## config.mk

```make
export PLATFORM = sky130hd
export DESIGN_NAME = mme_engine
export DESIGN_NICKNAME = d
export VERILOG_FILES = /design/src/shared/mme_pkg.sv /design/src/core/mme_ram.sv /design/src/core/mme_fifo.sv /design/src/core/mme_engine.sv
export SDC_FILE = /design/constraint.sdc
export NUM_CORES = 1
export LEC_CHECK = 0
export CAP_MARGIN = 20
export CORE_MARGIN = 3
export CORE_UTILIZATION = 35
export DETAILED_ROUTE_END_ITERATION = 10
export DONT_BUFFER_PORTS = 1
export MAX_ROUTING_LAYER = met4
export SLEW_MARGIN = 20
export SYNTH_ARGS = -nofsm -noshare
export SYNTH_HDL_FRONTEND = slang
export SYNTH_SLANG_ARGS = --single-unit
```

## constraint.sdc

```tcl
create_clock -name clk -period 5.3 [get_ports clk]
set_clock_uncertainty 0.05 [all_clocks]
set_input_delay 0.53 -clock clk [delete_from_list [all_inputs] [get_ports clk]]
set_output_delay 0.53 -clock clk [all_outputs]
set_load 0.005 [all_outputs]
```

## src/shared/mme_pkg.sv

```systemverilog
package mme_pkg;

  // dma_mode_control fields
  localparam int unsigned SRC_IO_BIT      = 5;
  localparam int unsigned DST_IO_BIT      = 4;

  // first instruction word fields
  localparam int unsigned RSVD_HI         = 29;
  localparam int unsigned RSVD_LO         = 24;
  localparam int unsigned COUNT_W         = 24;
  localparam int unsigned ADDR_W          = 32;

  // own register window
  localparam int unsigned REG_IDX_W       = 6;
  localparam logic [5:0]  FIRST_BYTE_IDX  = 6'h08;

  // data buffer
  localparam int unsigned FIFO_W          = 8;
  localparam int unsigned FIFO_D          = 32;
  localparam logic [23:0] BURST_BYTES     = 24'h000020;

  // reset values
  localparam logic [31:0] ADDR_RST        = 32'h0000_0000;
  localparam logic [23:0] COUNT_RST       = 24'h00_0000;

  typedef enum logic [2:0] {
    MME_IDLE,
    MME_RD_REQ,
    MME_RD_REG,
    MME_WR_REQ,
    MME_RESTORE,
    MME_DONE
  } mme_state_t;

endpackage

```

## src/core/mme_ram.sv

```systemverilog
`timescale 1ns/1ps
module mme_ram #(
  parameter int unsigned WIDTH = 8,
  parameter int unsigned DEPTH = 32,
  parameter int unsigned AW    = 5
) (
  input  wire logic             clk,
  input  wire logic             wr_en,
  input  wire logic [AW-1:0]    wr_addr,
  input  wire logic [WIDTH-1:0] wr_data,
  input  wire logic             rd_en,
  input  wire logic [AW-1:0]    rd_addr,
  output logic      [WIDTH-1:0] rd_data_r
);

  logic [WIDTH-1:0] mem [DEPTH];

  always_ff @(posedge clk) begin
    if (wr_en) begin
      mem[wr_addr] <= wr_data;
    end
  end

  always_ff @(posedge clk) begin
    if (rd_en) begin
      rd_data_r <= mem[rd_addr];
    end
  end

endmodule

```

## src/core/mme_fifo.sv

```systemverilog
`timescale 1ns/1ps
module mme_fifo #(
  parameter int unsigned WIDTH = 8,
  parameter int unsigned DEPTH = 32
) (
  input  wire logic             clk,
  input  wire logic             reset,
  input  wire logic             in_valid,
  output logic                  in_ready,
  input  wire logic [WIDTH-1:0] in_data,
  output logic                  out_valid,
  input  wire logic             out_ready,
  output logic      [WIDTH-1:0] out_data
);

  localparam int unsigned AW = $clog2(DEPTH);

  logic [AW:0]   wr_ptr_r;
  logic [AW:0]   rd_ptr_r;
  logic          out_valid_r;
  wire  [AW:0]   mem_cnt  = wr_ptr_r - rd_ptr_r;
  wire           mem_full = (mem_cnt == (AW+1)'(DEPTH));
  wire           mem_empt = (mem_cnt == '0);
  wire           push     = in_valid && !mem_full;
  // refill the output stage when it is empty or being drained
  wire           fetch    = !mem_empt && (!out_valid_r || out_ready);

  assign in_ready  = !mem_full;
  assign out_valid = out_valid_r;

  always_ff @(posedge clk) begin
    if (reset) begin
      wr_ptr_r    <= '0;
      rd_ptr_r    <= '0;
      out_valid_r <= 1'b0;
    end else begin
      if (push) begin
        wr_ptr_r <= wr_ptr_r + 1'b1;
      end
      if (fetch) begin
        rd_ptr_r <= rd_ptr_r + 1'b1;
      end
      if (fetch) begin
        out_valid_r <= 1'b1;
      end else if (out_ready) begin
        out_valid_r <= 1'b0;
      end
    end
  end

  mme_ram #(
    .WIDTH (WIDTH),
    .DEPTH (DEPTH),
    .AW    (AW)
  ) u_ram (
    .clk       (clk),
    .wr_en     (push),
    .wr_addr   (wr_ptr_r[AW-1:0]),
    .wr_data   (in_data),
    .rd_en     (fetch),
    .rd_addr   (rd_ptr_r[AW-1:0]),
    .rd_data_r (out_data)
  );

endmodule

```

## src/core/mme_engine.sv

```systemverilog
// Function
// - mode bits 5 and 4 pick io or memory space for source, destination
// - copy exactly the programmed byte count from source to destination
// - any count up to the full 24-bit range is one move
// - source and destination low two address bits differ: illegal interrupt
// - read a burst into the buffer, then write it out, burst by burst
// - count down as bytes move; at zero finish and fetch next instruction
// - pointer save holds source; data structure address restored after each nonzero-count move
// - any set bit among 29 to 24 of word one: illegal interrupt
// - byte count is bits 23 to 0 of word one
// - word two is source in pointer save, word three destination in temp
// - on own chip select, register at low six address bits is used
// - first received byte register is never written by a move
// - register window moves get the same alignment check
`timescale 1ns/1ps
module mme_engine
  import mme_pkg::*;
(
  input  wire logic        clk,
  input  wire logic        reset,
  // instruction from the sequencer
  input  wire logic        start,
  input  wire logic [31:0] instr_word0,
  input  wire logic [31:0] instr_word1,
  input  wire logic [31:0] instr_word2,
  input  wire logic [7:0]  dma_mode_control,
  output logic             busy,
  output logic             fetch_next,
  output logic             illegal_instr,
  output logic [31:0]      script_pointer_save,
  output logic [31:0]      temp_addr,
  output logic [23:0]      bytes_left,
  // data structure address holding register
  input  wire logic [31:0] data_structure_address,
  output logic [31:0]      dsa_wdata,
  output logic             dsa_we,
  // system bus master
  output logic             bus_req,
  output logic             bus_we,
  output logic             bus_io,
  output logic [31:0]      bus_addr,
  output logic [3:0]       bus_be,
  output logic [31:0]      bus_wdata,
  input  wire logic        bus_ack,
  input  wire logic [31:0] bus_rdata,
  // own register window
  input  wire logic        chip_sel_n,
  output logic             reg_rd,
  output logic             reg_wr,
  output logic [5:0]       reg_idx,
  output logic [7:0]       reg_wdata,
  input  wire logic [7:0]  reg_rdata
);

  mme_state_t  state_r;
  mme_state_t  state_nxt;
  logic [31:0] src_r;
  logic [31:0] dst_r;
  logic [23:0] count_r;
  logic [23:0] rd_left_r;
  logic [23:0] wr_left_r;
  logic [31:0] dsa_save_r;
  logic        src_io_r;
  logic        dst_io_r;
  logic        fetch_next_r;
  logic        illegal_r;
  logic        dsa_we_r;
  logic [31:0] dsa_wdata_r;

  // buffer handshake
  logic        fifo_in_valid;
  logic        fifo_in_ready;
  logic [7:0]  fifo_in_data;
  logic        fifo_out_valid;
  logic        fifo_out_ready;
  logic [7:0]  fifo_out_data;

  // start-time checks
  wire [23:0] start_count = instr_word0[COUNT_W-1:0];
  wire        rsvd_set    = |instr_word0[RSVD_HI:RSVD_LO];
  // same test whether or not the address hits the register window
  wire        misaligned  = instr_word1[1:0] != instr_word2[1:0];
  wire        bad_instr   = rsvd_set || misaligned;
  wire        zero_count  = start_count == COUNT_RST;
  wire        accept      = start && (state_r == MME_IDLE);

  // next burst: what remains after this byte, capped at the buffer depth
  wire [23:0] after_byte  = count_r - 24'h00_0001;
  wire [23:0] next_burst  = (after_byte > BURST_BYTES) ?
                            BURST_BYTES : after_byte;
  wire [23:0] first_burst = (start_count > BURST_BYTES) ?
                            BURST_BYTES : start_count;

  // access decode
  wire        reg_hit     = !chip_sel_n;
  wire        in_rd_req   = state_r == MME_RD_REQ;
  wire        in_wr_req   = state_r == MME_WR_REQ;
  wire        rd_can_go   = in_rd_req && (rd_left_r != COUNT_RST) &&
                            fifo_in_ready;
  wire        wr_can_go   = in_wr_req && fifo_out_valid;
  wire [31:0] cur_addr    = in_wr_req ? dst_r : src_r;
  wire [1:0]  lane        = cur_addr[1:0];
  wire        bus_rd_go   = rd_can_go && !reg_hit;
  wire        bus_wr_go   = wr_can_go && !reg_hit;
  wire        reg_rd_go   = rd_can_go && reg_hit;
  wire        reg_wr_hit  = wr_can_go && reg_hit;
  wire        reg_is_fbr  = cur_addr[REG_IDX_W-1:0] == FIRST_BYTE_IDX;
  wire        rd_byte_ok  = bus_rd_go && bus_ack;
  wire        wr_byte_ok  = (bus_wr_go && bus_ack) || reg_wr_hit;
  wire [7:0]  bus_byte    = bus_rdata[{lane, 3'b000} +: 8];
  wire        burst_rd_end = in_rd_req && (rd_left_r == COUNT_RST);
  wire        last_byte   = wr_byte_ok && (count_r == 24'h00_0001);
  wire        burst_wr_end = wr_byte_ok && (wr_left_r == 24'h00_0001);

  // bus side outputs
  assign bus_req   = bus_rd_go || bus_wr_go;
  assign bus_we    = in_wr_req;
  assign bus_io    = in_wr_req ? dst_io_r : src_io_r;
  assign bus_addr  = cur_addr;
  assign bus_be    = 4'h1 << lane;
  assign bus_wdata = {4{fifo_out_data}};

  // register window outputs; first-received-byte writes are dropped
  assign reg_rd    = reg_rd_go;
  assign reg_wr    = reg_wr_hit && !reg_is_fbr;
  assign reg_idx   = cur_addr[REG_IDX_W-1:0];
  assign reg_wdata = fifo_out_data;

  // buffer feed: bus data on ack, register data one cycle after strobe
  assign fifo_in_valid  = rd_byte_ok || (state_r == MME_RD_REG);
  assign fifo_in_data   = (state_r == MME_RD_REG) ? reg_rdata : bus_byte;
  assign fifo_out_ready = wr_byte_ok;

  assign busy                = state_r != MME_IDLE;
  assign fetch_next          = fetch_next_r;
  assign illegal_instr       = illegal_r;
  assign script_pointer_save = src_r;
  assign temp_addr           = dst_r;
  assign bytes_left          = count_r;
  assign dsa_we              = dsa_we_r;
  assign dsa_wdata           = dsa_wdata_r;

  mme_fifo #(
    .WIDTH (FIFO_W),
    .DEPTH (FIFO_D)
  ) u_fifo (
    .clk       (clk),
    .reset     (reset),
    .in_valid  (fifo_in_valid),
    .in_ready  (fifo_in_ready),
    .in_data   (fifo_in_data),
    .out_valid (fifo_out_valid),
    .out_ready (fifo_out_ready),
    .out_data  (fifo_out_data)
  );

  // sequencing
  always_comb begin
    state_nxt = state_r;
    case (state_r)
      MME_IDLE: begin
        if (accept && !bad_instr && zero_count) begin
          state_nxt = MME_DONE;
        end else if (accept && !bad_instr) begin
          state_nxt = MME_RD_REQ;
        end
      end
      MME_RD_REQ: begin
        if (reg_rd_go) begin
          state_nxt = MME_RD_REG;
        end else if (burst_rd_end) begin
          state_nxt = MME_WR_REQ;
        end
      end
      MME_RD_REG: begin
        state_nxt = MME_RD_REQ;
      end
      MME_WR_REQ: begin
        if (last_byte) begin
          state_nxt = MME_RESTORE;
        end else if (burst_wr_end) begin
          state_nxt = MME_RD_REQ;
        end
      end
      MME_RESTORE: begin
        state_nxt = MME_DONE;
      end
      MME_DONE: begin
        state_nxt = MME_IDLE;
      end
      default: begin
        state_nxt = MME_IDLE;
      end
    endcase
  end

  always_ff @(posedge clk) begin
    if (reset) begin
      state_r <= MME_IDLE;
    end else begin
      state_r <= state_nxt;
    end
  end

  // addresses: loaded from words two and three, stepped per byte
  always_ff @(posedge clk) begin
    if (reset) begin
      src_r    <= ADDR_RST;
      dst_r    <= ADDR_RST;
      src_io_r <= 1'b0;
      dst_io_r <= 1'b0;
    end else if (accept) begin
      src_r    <= instr_word1;
      dst_r    <= instr_word2;
      src_io_r <= dma_mode_control[SRC_IO_BIT];
      dst_io_r <= dma_mode_control[DST_IO_BIT];
    end else begin
      if (rd_byte_ok || reg_rd_go) begin
        src_r <= src_r + 32'h0000_0001;
      end
      if (wr_byte_ok) begin
        dst_r <= dst_r + 32'h0000_0001;
      end
    end
  end

  // total count falls only as bytes reach the destination
  always_ff @(posedge clk) begin
    if (reset) begin
      count_r <= COUNT_RST;
    end else if (accept) begin
      count_r <= start_count;
    end else if (wr_byte_ok) begin
      count_r <= count_r - 24'h00_0001;
    end
  end

  // per-burst read and write budgets
  always_ff @(posedge clk) begin
    if (reset) begin
      rd_left_r <= COUNT_RST;
      wr_left_r <= COUNT_RST;
    end else if (accept) begin
      rd_left_r <= first_burst;
      wr_left_r <= first_burst;
    end else if (burst_wr_end && !last_byte) begin
      // read and write budgets must match or the write phase starves
      rd_left_r <= next_burst;
      wr_left_r <= next_burst;
    end else begin
      if (rd_byte_ok || reg_rd_go) begin
        rd_left_r <= rd_left_r - 24'h00_0001;
      end
      if (wr_byte_ok) begin
        wr_left_r <= wr_left_r - 24'h00_0001;
      end
    end
  end

  // data structure address: saved at start, then written back with its old value the cycle after MME_RESTORE
  always_ff @(posedge clk) begin
    if (reset) begin
      dsa_save_r  <= ADDR_RST;
      dsa_wdata_r <= ADDR_RST;
      dsa_we_r    <= 1'b0;
    end else begin
      dsa_we_r <= 1'b0;
      if (accept) begin
        dsa_save_r <= data_structure_address;
      end
      if (state_r == MME_RESTORE) begin
        dsa_wdata_r <= dsa_save_r;
        dsa_we_r    <= 1'b1;
      end
    end
  end

  // completion and error pulses
  always_ff @(posedge clk) begin
    if (reset) begin
      fetch_next_r <= 1'b0;
      illegal_r    <= 1'b0;
    end else begin
      fetch_next_r <= state_r == MME_DONE;
      illegal_r    <= accept && bad_instr;
    end
  end

endmodule

```

Yosys cells after proc, flatten, opt, wreduce, memory -nomap -nowiden
Memories as Yosys holds them, arrays and structs flattened. A register that Yosys moved wholly into a read port is not among the register bits.
Index checks and enable logic that the tools add are counted.
Storage, ports and cells
  register bits: 221
  memories kept: 1
  bits of input ports: 181
  word-level logic and storage cells: 117
  output and inout port bits: 211
  bits in writable memories: 256
Memories
  u_fifo.u_ram.mem: depth 32, width 8, rd ports 1, clocked after memory_dff 1, write ports 1, line mme_ram.sv:16  | logic [WIDTH-1:0] mem [DEPTH];
Operators by class
  multiplexer cells: 29
  eq/ne operators: 13
  reductions and logical operators: 46
  order comparisons: 2
  shifts and indexed selects: 2
  add/subtract/negate cells: 8
Operators by type and width (number)
  $mux 24: 10
  $mux 32: 5
  $sub 24x1->24 const B: 3
  $add 32x1->32 const B: 2
  $eq 24x1->1 const B: 2
  $gt 24x6->1 const B: 2
  $logic_not 24->1: 2
  $shiftx 32x6->8: 1
  $reduce_bool 24->1: 1
  $logic_and 1x1->1: 20
  $mux 3: 6
  $pmux 3 s5: 1
  $add 6x1->6 const B: 2
  $ne 3x1->1 const B: 3
  $reduce_bool 3->1: 3
  $mux 8: 1
  $logic_not 1->1: 7
  $eq 3x2->1 const B: 2
  $eq 3x3->1 const B: 2
  $eq 6x4->1 const B: 1
  $eq 6x6->1 const B: 1
  $logic_not 6->1: 1
  $logic_or 1x1->1: 6
  $mux 1: 6
  8 further kinds: 10

Longest topological paths before layout
Gate-level depths: netlist of the first run.
  depth after elaboration: 10
  gate-level depth with buffers: 15
  gate-level depth less buffers: 10

Hierarchy
Synthesis of the first run repeated with hierarchy kept, for this count alone.
Second synthesis, totals
  cell total of the unflattened synthesis: 2113
  area total of the unflattened synthesis: 22496.6 um^2
Modules (own cells, without submodules)
  mme_engine: area an instance 11413.4 um^2, cells an instance 1582, times used 1, seq. area each 4164.0 um^2
  mme_ram: area an instance 10133.5 um^2, cells an instance 417, times used 1, seq. area each 7927.6 um^2
  mme_fifo: area an instance 949.7 um^2, cells an instance 114, times used 1, seq. area each 260.2 um^2

Least setup slack after synthesis of the first run
No wires, ideal clock.
  path kind: register -> register
  start: register state_r[0]
  end: memory u_fifo.u_ram.mem[0][0] (data pin)
  arrival time: 3.263 ns
  slack: 1.533 ns
  cell stages (with the launch flop): 11
  path buffers: 3
  clock period less this slack: 3.767 ns
  library setup time: 0.454 ns
  required time: 4.796 ns
  path through: dfxtp_1 -> clkbuf_1 -> nand2b_1 -> or2_1 -> buf_2 -> mux2i_1 -> clkbuf_1 -> nand2_1 -> nand3_1 -> o21ai_0 -> o21ai_0
On the way
  cells in the longest elaborated chain, start to end: 4
  elaborated cells on any way between the ends: 5
  classes of those cells: eq/ne (2); shift (1); mux (2)
Ends and longest elaborated chain
  start, declared: line mme_engine.sv:55  | mme_state_t state_r;
  start signal, assigned: line mme_engine.sv:201  | state_r <= state_nxt;
  $eq 3x2->1: line mme_engine.sv:97  | wire in_wr_req = state_r == MME_WR_REQ;
  $mux 32: line mme_engine.sv:101  | wire [31:0] cur_addr = in_wr_req ? dst_r : src_r;
  $shiftx 32x6->8: line mme_engine.sv:110  | wire [7:0] bus_byte = bus_rdata[{lane, 3'b000} +: 8];
  $mux 8 *: line mme_engine.sv:131  | assign fifo_in_data = (state_r == MME_RD_REG) ? reg_rdata : bus_byte;
  via fifo_in_data[0]: line mme_engine.sv:73  | logic [7:0] fifo_in_data;
  end, declared: line mme_ram.sv:16
The timed path passes the listed nets; every way through them passes the cells marked *.

Worst setup path after layout of the first run
  start: register u_fifo.rd_ptr_r[4]
  end: memory u_fifo.u_ram.mem[26][3], enable pin
On the way
  cells in the longest elaborated chain, start to end: 10
Ends and longest elaborated chain
  start, declared: line mme_fifo.sv:19  | logic [AW:0] rd_ptr_r;
  start signal, assigned: line mme_fifo.sv:41  | rd_ptr_r <= rd_ptr_r + 1'b1;
  $sub 6x6->6 *: line mme_fifo.sv:21  | wire [AW:0] mem_cnt = wr_ptr_r - rd_ptr_r;
  $eq 6x6->1 *: line mme_fifo.sv:22  | wire mem_full = (mem_cnt == (AW+1)'(DEPTH));
  $logic_not 1->1 *: line mme_fifo.sv:24, mme_fifo.sv:28
  $logic_and 1x1->1: line mme_engine.sv:98  | wire rd_can_go = in_rd_req && (rd_left_r != COUNT_RST) &&
  $logic_and 1x1->1: line mme_engine.sv:103  | wire bus_rd_go = rd_can_go && !reg_hit;
  $logic_and 1x1->1: line mme_engine.sv:108  | wire rd_byte_ok = bus_rd_go && bus_ack;
  $logic_or 1x1->1: line mme_engine.sv:130  | assign fifo_in_valid = rd_byte_ok || (state_r == MME_RD_REG);
  $logic_and 1x1->1 *: line mme_fifo.sv:24  | wire push = in_valid && !mem_full;
  $mux 1 *: line mme_ram.sv:19  | if (wr_en) begin
  $mux 1 (not written as such) *: line mme_ram.sv:20  | mem[wr_addr] <= wr_data;
Every way passes the cells marked *; elsewhere a longest branch is shown, timed or not.

==> reports/metrics.yaml, run 1 <==
netlist_area_sq_um: 22100
htreeDepth: 2
cts_tree: "done"
synth-edff-count: 264
cpLargestDelayFamily: "simple AND/OR/NAND/NOR gates"
final_hold_viol_count: 0
port_buffers: 0
path_max_fanout: 10
slew_headroom: 0.291
finalSetupViolCount: 0
gp_congestion: 0.864
layout-drive-gt1-share: 0.117
cp_num_buf_inv: 1
synth.avg_cell_area_sq_um: 10.6
syn_nets: 2285
drtIter0Drc: 1201
holdCritPathClass: "in -> reg"
core-area_sq_um: 62200
report.final.slew_viol_count: 0
totalWireLength_um: 60300
dpl.hpwl_um: 39800
grt_antenna_before_repair: 1
postPlaceCellArea_sq_um: 22800
cp-startpoint: "u_fifo.rd_ptr_r[4]$_SDFFE_PP0P_"
ff2ff_path_depth: 9
regToRegStartpoint: "u_fifo.rd_ptr_r[4]$_SDFFE_PP0P_"
drc_errors: 0
startpoint_type: "flop"
ios: 392
cts_made_buffers: 54
r2r-end: "u_fifo.u_ram.mem[26][3]$_DFFE_PP_"
clk_path_buf_depth: 3
cp.required_ns: 5.46
start_util: 0.356
clkLatencyLatePin_ns: 0.62
crit_chain: "clkinv_1 > ha_1 > and2_1 > o21a_1 > a31oi_1 > a2111oi_2 > nor2_1 > nand2_1 > nor2_1"
power.leakage_nw: 8.30
power_density_nw_per_um2: 512
ys_ff_latch: 485
routed_via_density: 5.49
grt_overflow: 0
status: "completed"
worst_slew_pin_slew_ns: 1.06
critPathArrivalTime_ns: 4.70
grt_util_met2: 0.291
fin_setup_tns_ns: 0
critPathMaxStageDelay_ns: 0.75
grt_max_degree: 193
synth_ff_type: "edfxtp_1"
synthArstFlopShare: 0
worstSetupEndpointType: "flop"
gr-max-usage-layer: "met2"
critPathMostFrequentCell: "nor2_1"
die_h_um: 258
synth_top_area_share: 0.358
synth_cell_types: 73
crit_type: "reg -> reg"
area_delta_synth_final_pct: 13.2
drv_cap: 0
clkTransAtPathRegs_ns: 0.06
crit_end: "u_fifo.u_ram.mem[26][3]$_DFFE_PP_"
grt_usage: 0.182
postCtsSetupBuffers: 0
yosysWarnings: 0
worst-path-stages: 9
synth_top_cell_by_area: "edfxtp_1"
grt_util_met3: 0.0554
final_antenna_net_count: 0
fp-row-count: 91
cts.sinks: 485
cts-root-buf: "clkbuf_16"
syn_inst: 2087
synth-seq-area-share: 0.558
die_w_um: 258
grt_pass1_vias: 16000
grt_use_met1: 0.224
rsz0062_at_grt: "false"
nets: 2253
min_period_ns: 4.53
slowest_stage: "nor2_1"
fin_area_sq_um: 25100
synth_area_leaders: "edfxtp_1, dfxtp_1, mux4_2, nand2_1, nor2_1"
timing.reg2reg.setup_slack_ns: 0.77
grt_pass1_wl_um: 92800
peakVddDrop_v: 0.000275
nFillCells: 5988
vias: 16100
die_area_sq_um: 66300
post-route-period-util: 0.855
clock.fmax_mhz: 221
wire_per_inst_um: 20.5
dr.pass1.iters: 9
-- cell families after synthesis --
kind of cell               Yosys count  share of synthesized area
adders and majority gates           17                    0.00961
AOI/OAI and AO/OA                  346                     0.0949
buffers and inverters              190                     0.0392
and+or+nand+nor                    875                      0.179
muxes                               87                     0.0845
DFF                                485                      0.558
xor gates and xnor gates            87                     0.0344
-- worst min-delay path by stage --
stage                                     start                         end  slack [ns]  cells past startpoint
finish                           instr_word0[9]  bytes_left[9]$_SDFFE_PP0P_        0.04                      2
global route          data_structure_address[8]  dsa_save_r[8]$_SDFFE_PP0P_       0.002                      2
CTS                              instr_word0[9]  bytes_left[9]$_SDFFE_PP0P_      0.0003                      2
detailed placement  dsa_save_r[12]$_SDFFE_PP0P_  dsa_wdata[12]$_SDFFE_PP0P_        0.39                      2
global placement    dsa_save_r[29]$_SDFFE_PP0P_  dsa_wdata[29]$_SDFFE_PP0P_        0.38                      2
floorplan            dsa_save_r[0]$_SDFFE_PP0P_   dsa_wdata[0]$_SDFFE_PP0P_        0.38                      2
-- cell type report --
type,count,area [sq um],share of cell area
multi-input combinational,1412,8980,0.358
clock inverter,34,449,0.0179
sequential,485,12400,0.493
antenna,1,2.50,0.0000998
timing repair buffer,71,643,0.0257
tap,837,1050,0.0418
inverter,31,116,0.00464
clock buffer,68,1460,0.0584
-- cell usage in the layout (no fill, tap or decap), types with 9 or more instances in the layout --
| cell type | netlist | final |
|---|---|---|
| nand2_1 | 378 | 377 |
| edfxtp_1 | 264 | 264 |
| nor2_1 | 225 | 223 |
| dfxtp_1 | 221 | 219 |
| a21oi_1 | 138 | 138 |
| mux4_2 | 80 | 80 |
| o21ai_0 | 81 | 73 |
| xnor2_1 | 64 | 64 |
| nor3_1 | 64 | 63 |
| clkbuf_16 | 0 | 54 |
| a211oi_1 | 50 | 50 |
| nand3_1 | 45 | 45 |
| buf_4 | 38 | 36 |
| nor4_1 | 34 | 34 |
| dlygate4sd3_1 | 0 | 33 |
| inv_1 | 27 | 27 |
| xor2_1 | 23 | 23 |
| or3_1 | 22 | 22 |
| and3_1 | 17 | 17 |
| ha_1 | 17 | 17 |
| nand4_1 | 16 | 16 |
| a31oi_1 | 13 | 13 |
| clkinv_2 | 0 | 12 |
| nand2b_1 | 10 | 10 |
| nand3b_1 | 10 | 10 |
| clkinv_1 | 2 | 9 |
| bufinv_16 | 0 | 9 |
-- flip-flops by register name (all words and copies together), names as in the netlist, 8 cells and up --
| register | flops |
|---|---|
| wr_left_r | 24 |
| dsa_wdata | 32 |
| script_pointer_save | 32 |
| u_fifo.u_ram.mem | 256 |
| dsa_save_r | 32 |
| rd_left_r | 24 |
| u_fifo.u_ram.rd_data_r | 8 |
| bytes_left | 24 |
| temp_addr | 32 |
-- Yosys cell counts (4+ instances only) --
cell type and number:
nand2_1 378, edfxtp_1 264, nor2_1 225, dfxtp_1 221, a21oi_1 138, clkbuf_1 95, o21ai_0 81, mux4_2 80
nor3_1 64, xnor2_1 64, a211oi_1 50, nand3_1 45, buf_4 38, nor4_1 34, inv_1 27, xor2_1 23
or3_1 22, and3_1 17, buf_1 17, ha_1 17, nand4_1 16, a31oi_1 13, nand2b_1 10, nand3b_1 10
a22oi_1 8, a32oi_1 8, buf_2 8, and4_1 7, mux2i_1 7, or4_1 7, and2_1 6, a221oi_1 5
a222oi_1 4, nand4b_1 4, nor3b_1 4, nor4_2 4, o211ai_1 4, o22ai_1 4
-- worst register-to-register path, stage by stage, from the launching register on --
cell and delay (ns):
dfxtp_1 0.63, clkinv_1 0.48, ha_1 0.49, and2_1 0.18
o21a_1 0.16, a31oi_1 0.21, a2111oi_2 0.15, nor2_1 0.56
nand2_1 0.46, nor2_1 0.75
-- per-stage QoR --
stage	utilization	power [mW]	hold WS, ns	instances	setup WS (ns)
floorplan	-	7.93	0.382	2087	1.53
global placement	0.366	8.79	0.383	2801	0.958
detailed placement	0.367	8.92	0.390	2802	0.908
CTS	0.403	13.0	0.000316	2938	0.873
global route	0.403	13.5	0.00245	2939	0.517
finish	0.403	12.8	0.0448	2939	0.767
-- where the power goes --
group | internal (mW) | switching, mW
Clock | 2.40 | 1.55
Sequential | 4.78 | 0.548
Combinational | 1.26 | 2.27
Total | 8.45 | 4.37
-- what timing repair did --
action / 4_1_cts / 5_1_grt
hold buffers: 34 / 0
setup endpoints to repair: 0 / 0
gates resized for setup: 0 / 0
hold endpoints to repair: 192 / 0
-- layer usage --
layer  wire length (um)  share of wire  up-vias
li1                   -              -     7467
met1              24500           0.41     7902
met2              28900           0.48      647
met3               5410          0.090      111
met4               1510          0.025        0
met5                  0              0        -
No activity file was read; power rests on OpenSTA's default activity.
==> run 2: changes to the inputs <==
--- a/config.mk
+++ b/config.mk
@@ -7,11 +7,13 @@
 export LEC_CHECK = 0
 export CAP_MARGIN = 20
 export CORE_MARGIN = 3
-export CORE_UTILIZATION = 35
+export CORE_UTILIZATION = 64
 export DETAILED_ROUTE_END_ITERATION = 10
 export DONT_BUFFER_PORTS = 1
 export MAX_ROUTING_LAYER = met4
+export PLACE_DENSITY = 0.8
 export SLEW_MARGIN = 20
 export SYNTH_ARGS = -nofsm -noshare
 export SYNTH_HDL_FRONTEND = slang
+export SYNTH_HIERARCHICAL = 1
 export SYNTH_SLANG_ARGS = --single-unit
==> reports/metrics.yaml, run 2 <==
status: "completed"
yosysWarnings: 6
mostFrequentLayoutCells: "nand2_1, edfxtp_1, dfxtp_1"
finalSetupViolCount: 0
synth-xor-area-share: 0.0179
grt_antenna_before_repair: 1
clkLatencyLatePin_ns: 0.57
slowest_stage: "nor2_1"
crit_chain: "ha_1 > or2_1 > o221a_4 > a22oi_2 > a21oi_1 > nand2_1 > nand4_1 > o21bai_1 > inv_1 > nor2_1 > a32oi_1 > nand2_1 > or3b_2 > nor2_1"
startpoint_type: "flop"
grt_pass1_vias: 16200
post-route-period-util: 0.914
drv_cap: 0
cts-root-buf: "clkbuf_16"
core-area_sq_um: 34600
port_buffers: 0
grt_usage: 0.321
syn_nets: 2308
cts.sinks: 485
p_clk_frac: 0.381
clock.fmax_mhz: 206
top_register: "u_fifo/u_ram/mem"
synthTopCellsByCount: "nand2_1, edfxtp_1, dfxtp_1, nor2_1, a21oi_1"
netlist_area_sq_um: 22500
pwr-share-comb: 0.140
gp_congestion: 0.966
dpl.hpwl_um: 40400
power.leakage_nw: 8.02
min_period_ns: 4.85
synth_top_family_by_area: "simple AND/OR/NAND/NOR gates"
final_antenna_net_count: 0
fin_cells: 2529
totalWireLength_um: 60400
routed_via_density: 6.64
start_util: 0.650
report.final.slew_viol_count: 0
synth_area_leaders: "edfxtp_1, dfxtp_1, mux4_2, nand2_1, a21oi_1"
synth-seq-area-share: 0.549
cpLargestDelayFamily: "simple AND/OR/NAND/NOR gates"
holdCritPathClass: "in -> reg"
synth_top_cell_by_area: "edfxtp_1"
pre_cts_slack_ns: 0.589
grt_overflow: 0
worstSetupEndpointType: "flop"
die_w_um: 193
htreeDepth: 2
nets: 2231
wire_per_inst_um: 23.9
critPathArrivalTime_ns: 4.98
synth_compound_gate_area_share: 0.115
area_delta_synth_final_pct: 7.58
synthSimpleGateAreaFrac: 0.177
synth_most_common_cell: "nand2_1"
cts_made_buffers: 49
ios: 392
path_max_fanout: 13
p_int_mw: 6.73
peakVddDrop_v: 0.000327
layout-drive-gt1-share: 0.120
hold_ws_ns: 0.0440
syn_inst: 2113
p_switching_mw: 2.38
synth_ff_type: "edfxtp_1"
synthArstFlopShare: 0
cts_tree: "done"
power_density_nw_per_um2: 377
dp_cells: 2436
drc_errors: 0
nFillCells: 2476
setup_ws_ns: 0.454
synth_adder_area_share: 0.00779
drtIter0Drc: 1550
synth_cell_types: 80
clk_path_buf_depth: 3
final_hold_viol_count: 0
largest_reg_flops: 256
worst_slew_pin_slew_ns: 1.05
postCtsSetupBuffers: 0
die_area_sq_um: 37400
synth-edff-count: 264
totalPowerFinal_mw: 9.11
dr.pass1.iters: 6
clkTransAtPathRegs_ns: 0.06
grt_pass1_wl_um: 93400
ys_ff_latch: 485
synthMuxAreaShare: 0.0919
fp-row-count: 68
crit_type: "reg -> reg"
cp.required_ns: 5.43
fin_setup_tns_ns: 0
cp_num_buf_inv: 1
die_h_um: 193
critPathMaxStageDelay_ns: 0.70
slew_headroom: 0.303
p_sw_frac: 0.261
rsz0062_at_grt: "false"
synth.avg_cell_area_sq_um: 10.6
final_common_cell: "nand2_1"
synth_top_area_share: 0.352
vias: 16800
p_seq_frac: 0.479
grt_max_degree: 155
-- run 2: cells by family (layout without fill, tap and decap cells) --
kind of cell	count (synthesis)	in the layout
AO/OA/AOI/OAI	415	415
XOR/XNOR	46	46
adder cells (fa/ha/maj)	14	14
buffers and inverters	193	153
flip-flops	485	485
multiplexers	104	104
other	0	1
AND/OR/NAND/NOR	856	856
-- run 2: cell type report --
class | instances | area [sq um] | area share
diodes | 1 | 2.50 | 0.000103
clock buffers | 64 | 1350 | 0.0556
clock inverters | 24 | 274 | 0.0113
inverters | 34 | 128 | 0.00527
multi-input cells | 1435 | 9250 | 0.382
flip-flops and latches | 485 | 12400 | 0.511
well taps | 455 | 569 | 0.0235
repair buffers | 31 | 275 | 0.0114
-- run 2: path summary, 6_finish.rpt --
check	startpoint	endpoint	slack, ns	cells after the start
setup / recovery	u_fifo/wr_ptr_r[2]$_SDFFE_PP0P_	u_fifo/u_ram/mem[0][2]$_DFFE_PP_	0.45	14
hold / removal	data_structure_address[25]	dsa_save_r[25]$_SDFFE_PP0P_	0.04	2
setup reg to reg	u_fifo/wr_ptr_r[2]$_SDFFE_PP0P_	u_fifo/u_ram/mem[0][2]$_DFFE_PP_	0.45	14
hold reg to reg	dsa_save_r[5]$_SDFFE_PP0P_	dsa_wdata[5]$_SDFFE_PP0P_	0.40	2
-- run 2: layer usage --
metal | track usage | up-vias | wire length, um
li1 | - | 7611 | -
met1 | 0.404 | 8109 | 22700
met2 | 0.516 | 924 | 29400
met3 | 0.0808 | 146 | 6090
met4 | 0.108 | 0 | 2120
met5 | - | - | 0
-- run 2: through the flow --
stage / utilization / area (sq um)
floorplan: - / 22500
global placement: 0.650 / 22500
detailed placement: 0.650 / 22500
CTS: 0.698 / 24200
global route: 0.699 / 24200
finish: 0.699 / 24200
-- run 2: what timing repair did --
action / 4_1_cts / 5_1_grt
hold buffers: 3 / 0
gates resized for setup: 0 / 0
hold endpoints to repair: 67 / 0
-- run 2: power by group through the flow --
| stage | Clock, mW | Combinational [mW] | Sequential, mW |
|---|---|---|---|
| detailed placement | 0 | 1.25 | 4.45 |
| CTS | 3.51 | 1.27 | 4.37 |
| global route | 3.67 | 1.38 | 4.39 |
| finish | 3.47 | 1.27 | 4.37 |
| floorplan | 0 | 1.20 | 4.34 |
| global placement | 0 | 1.20 | 4.44 |
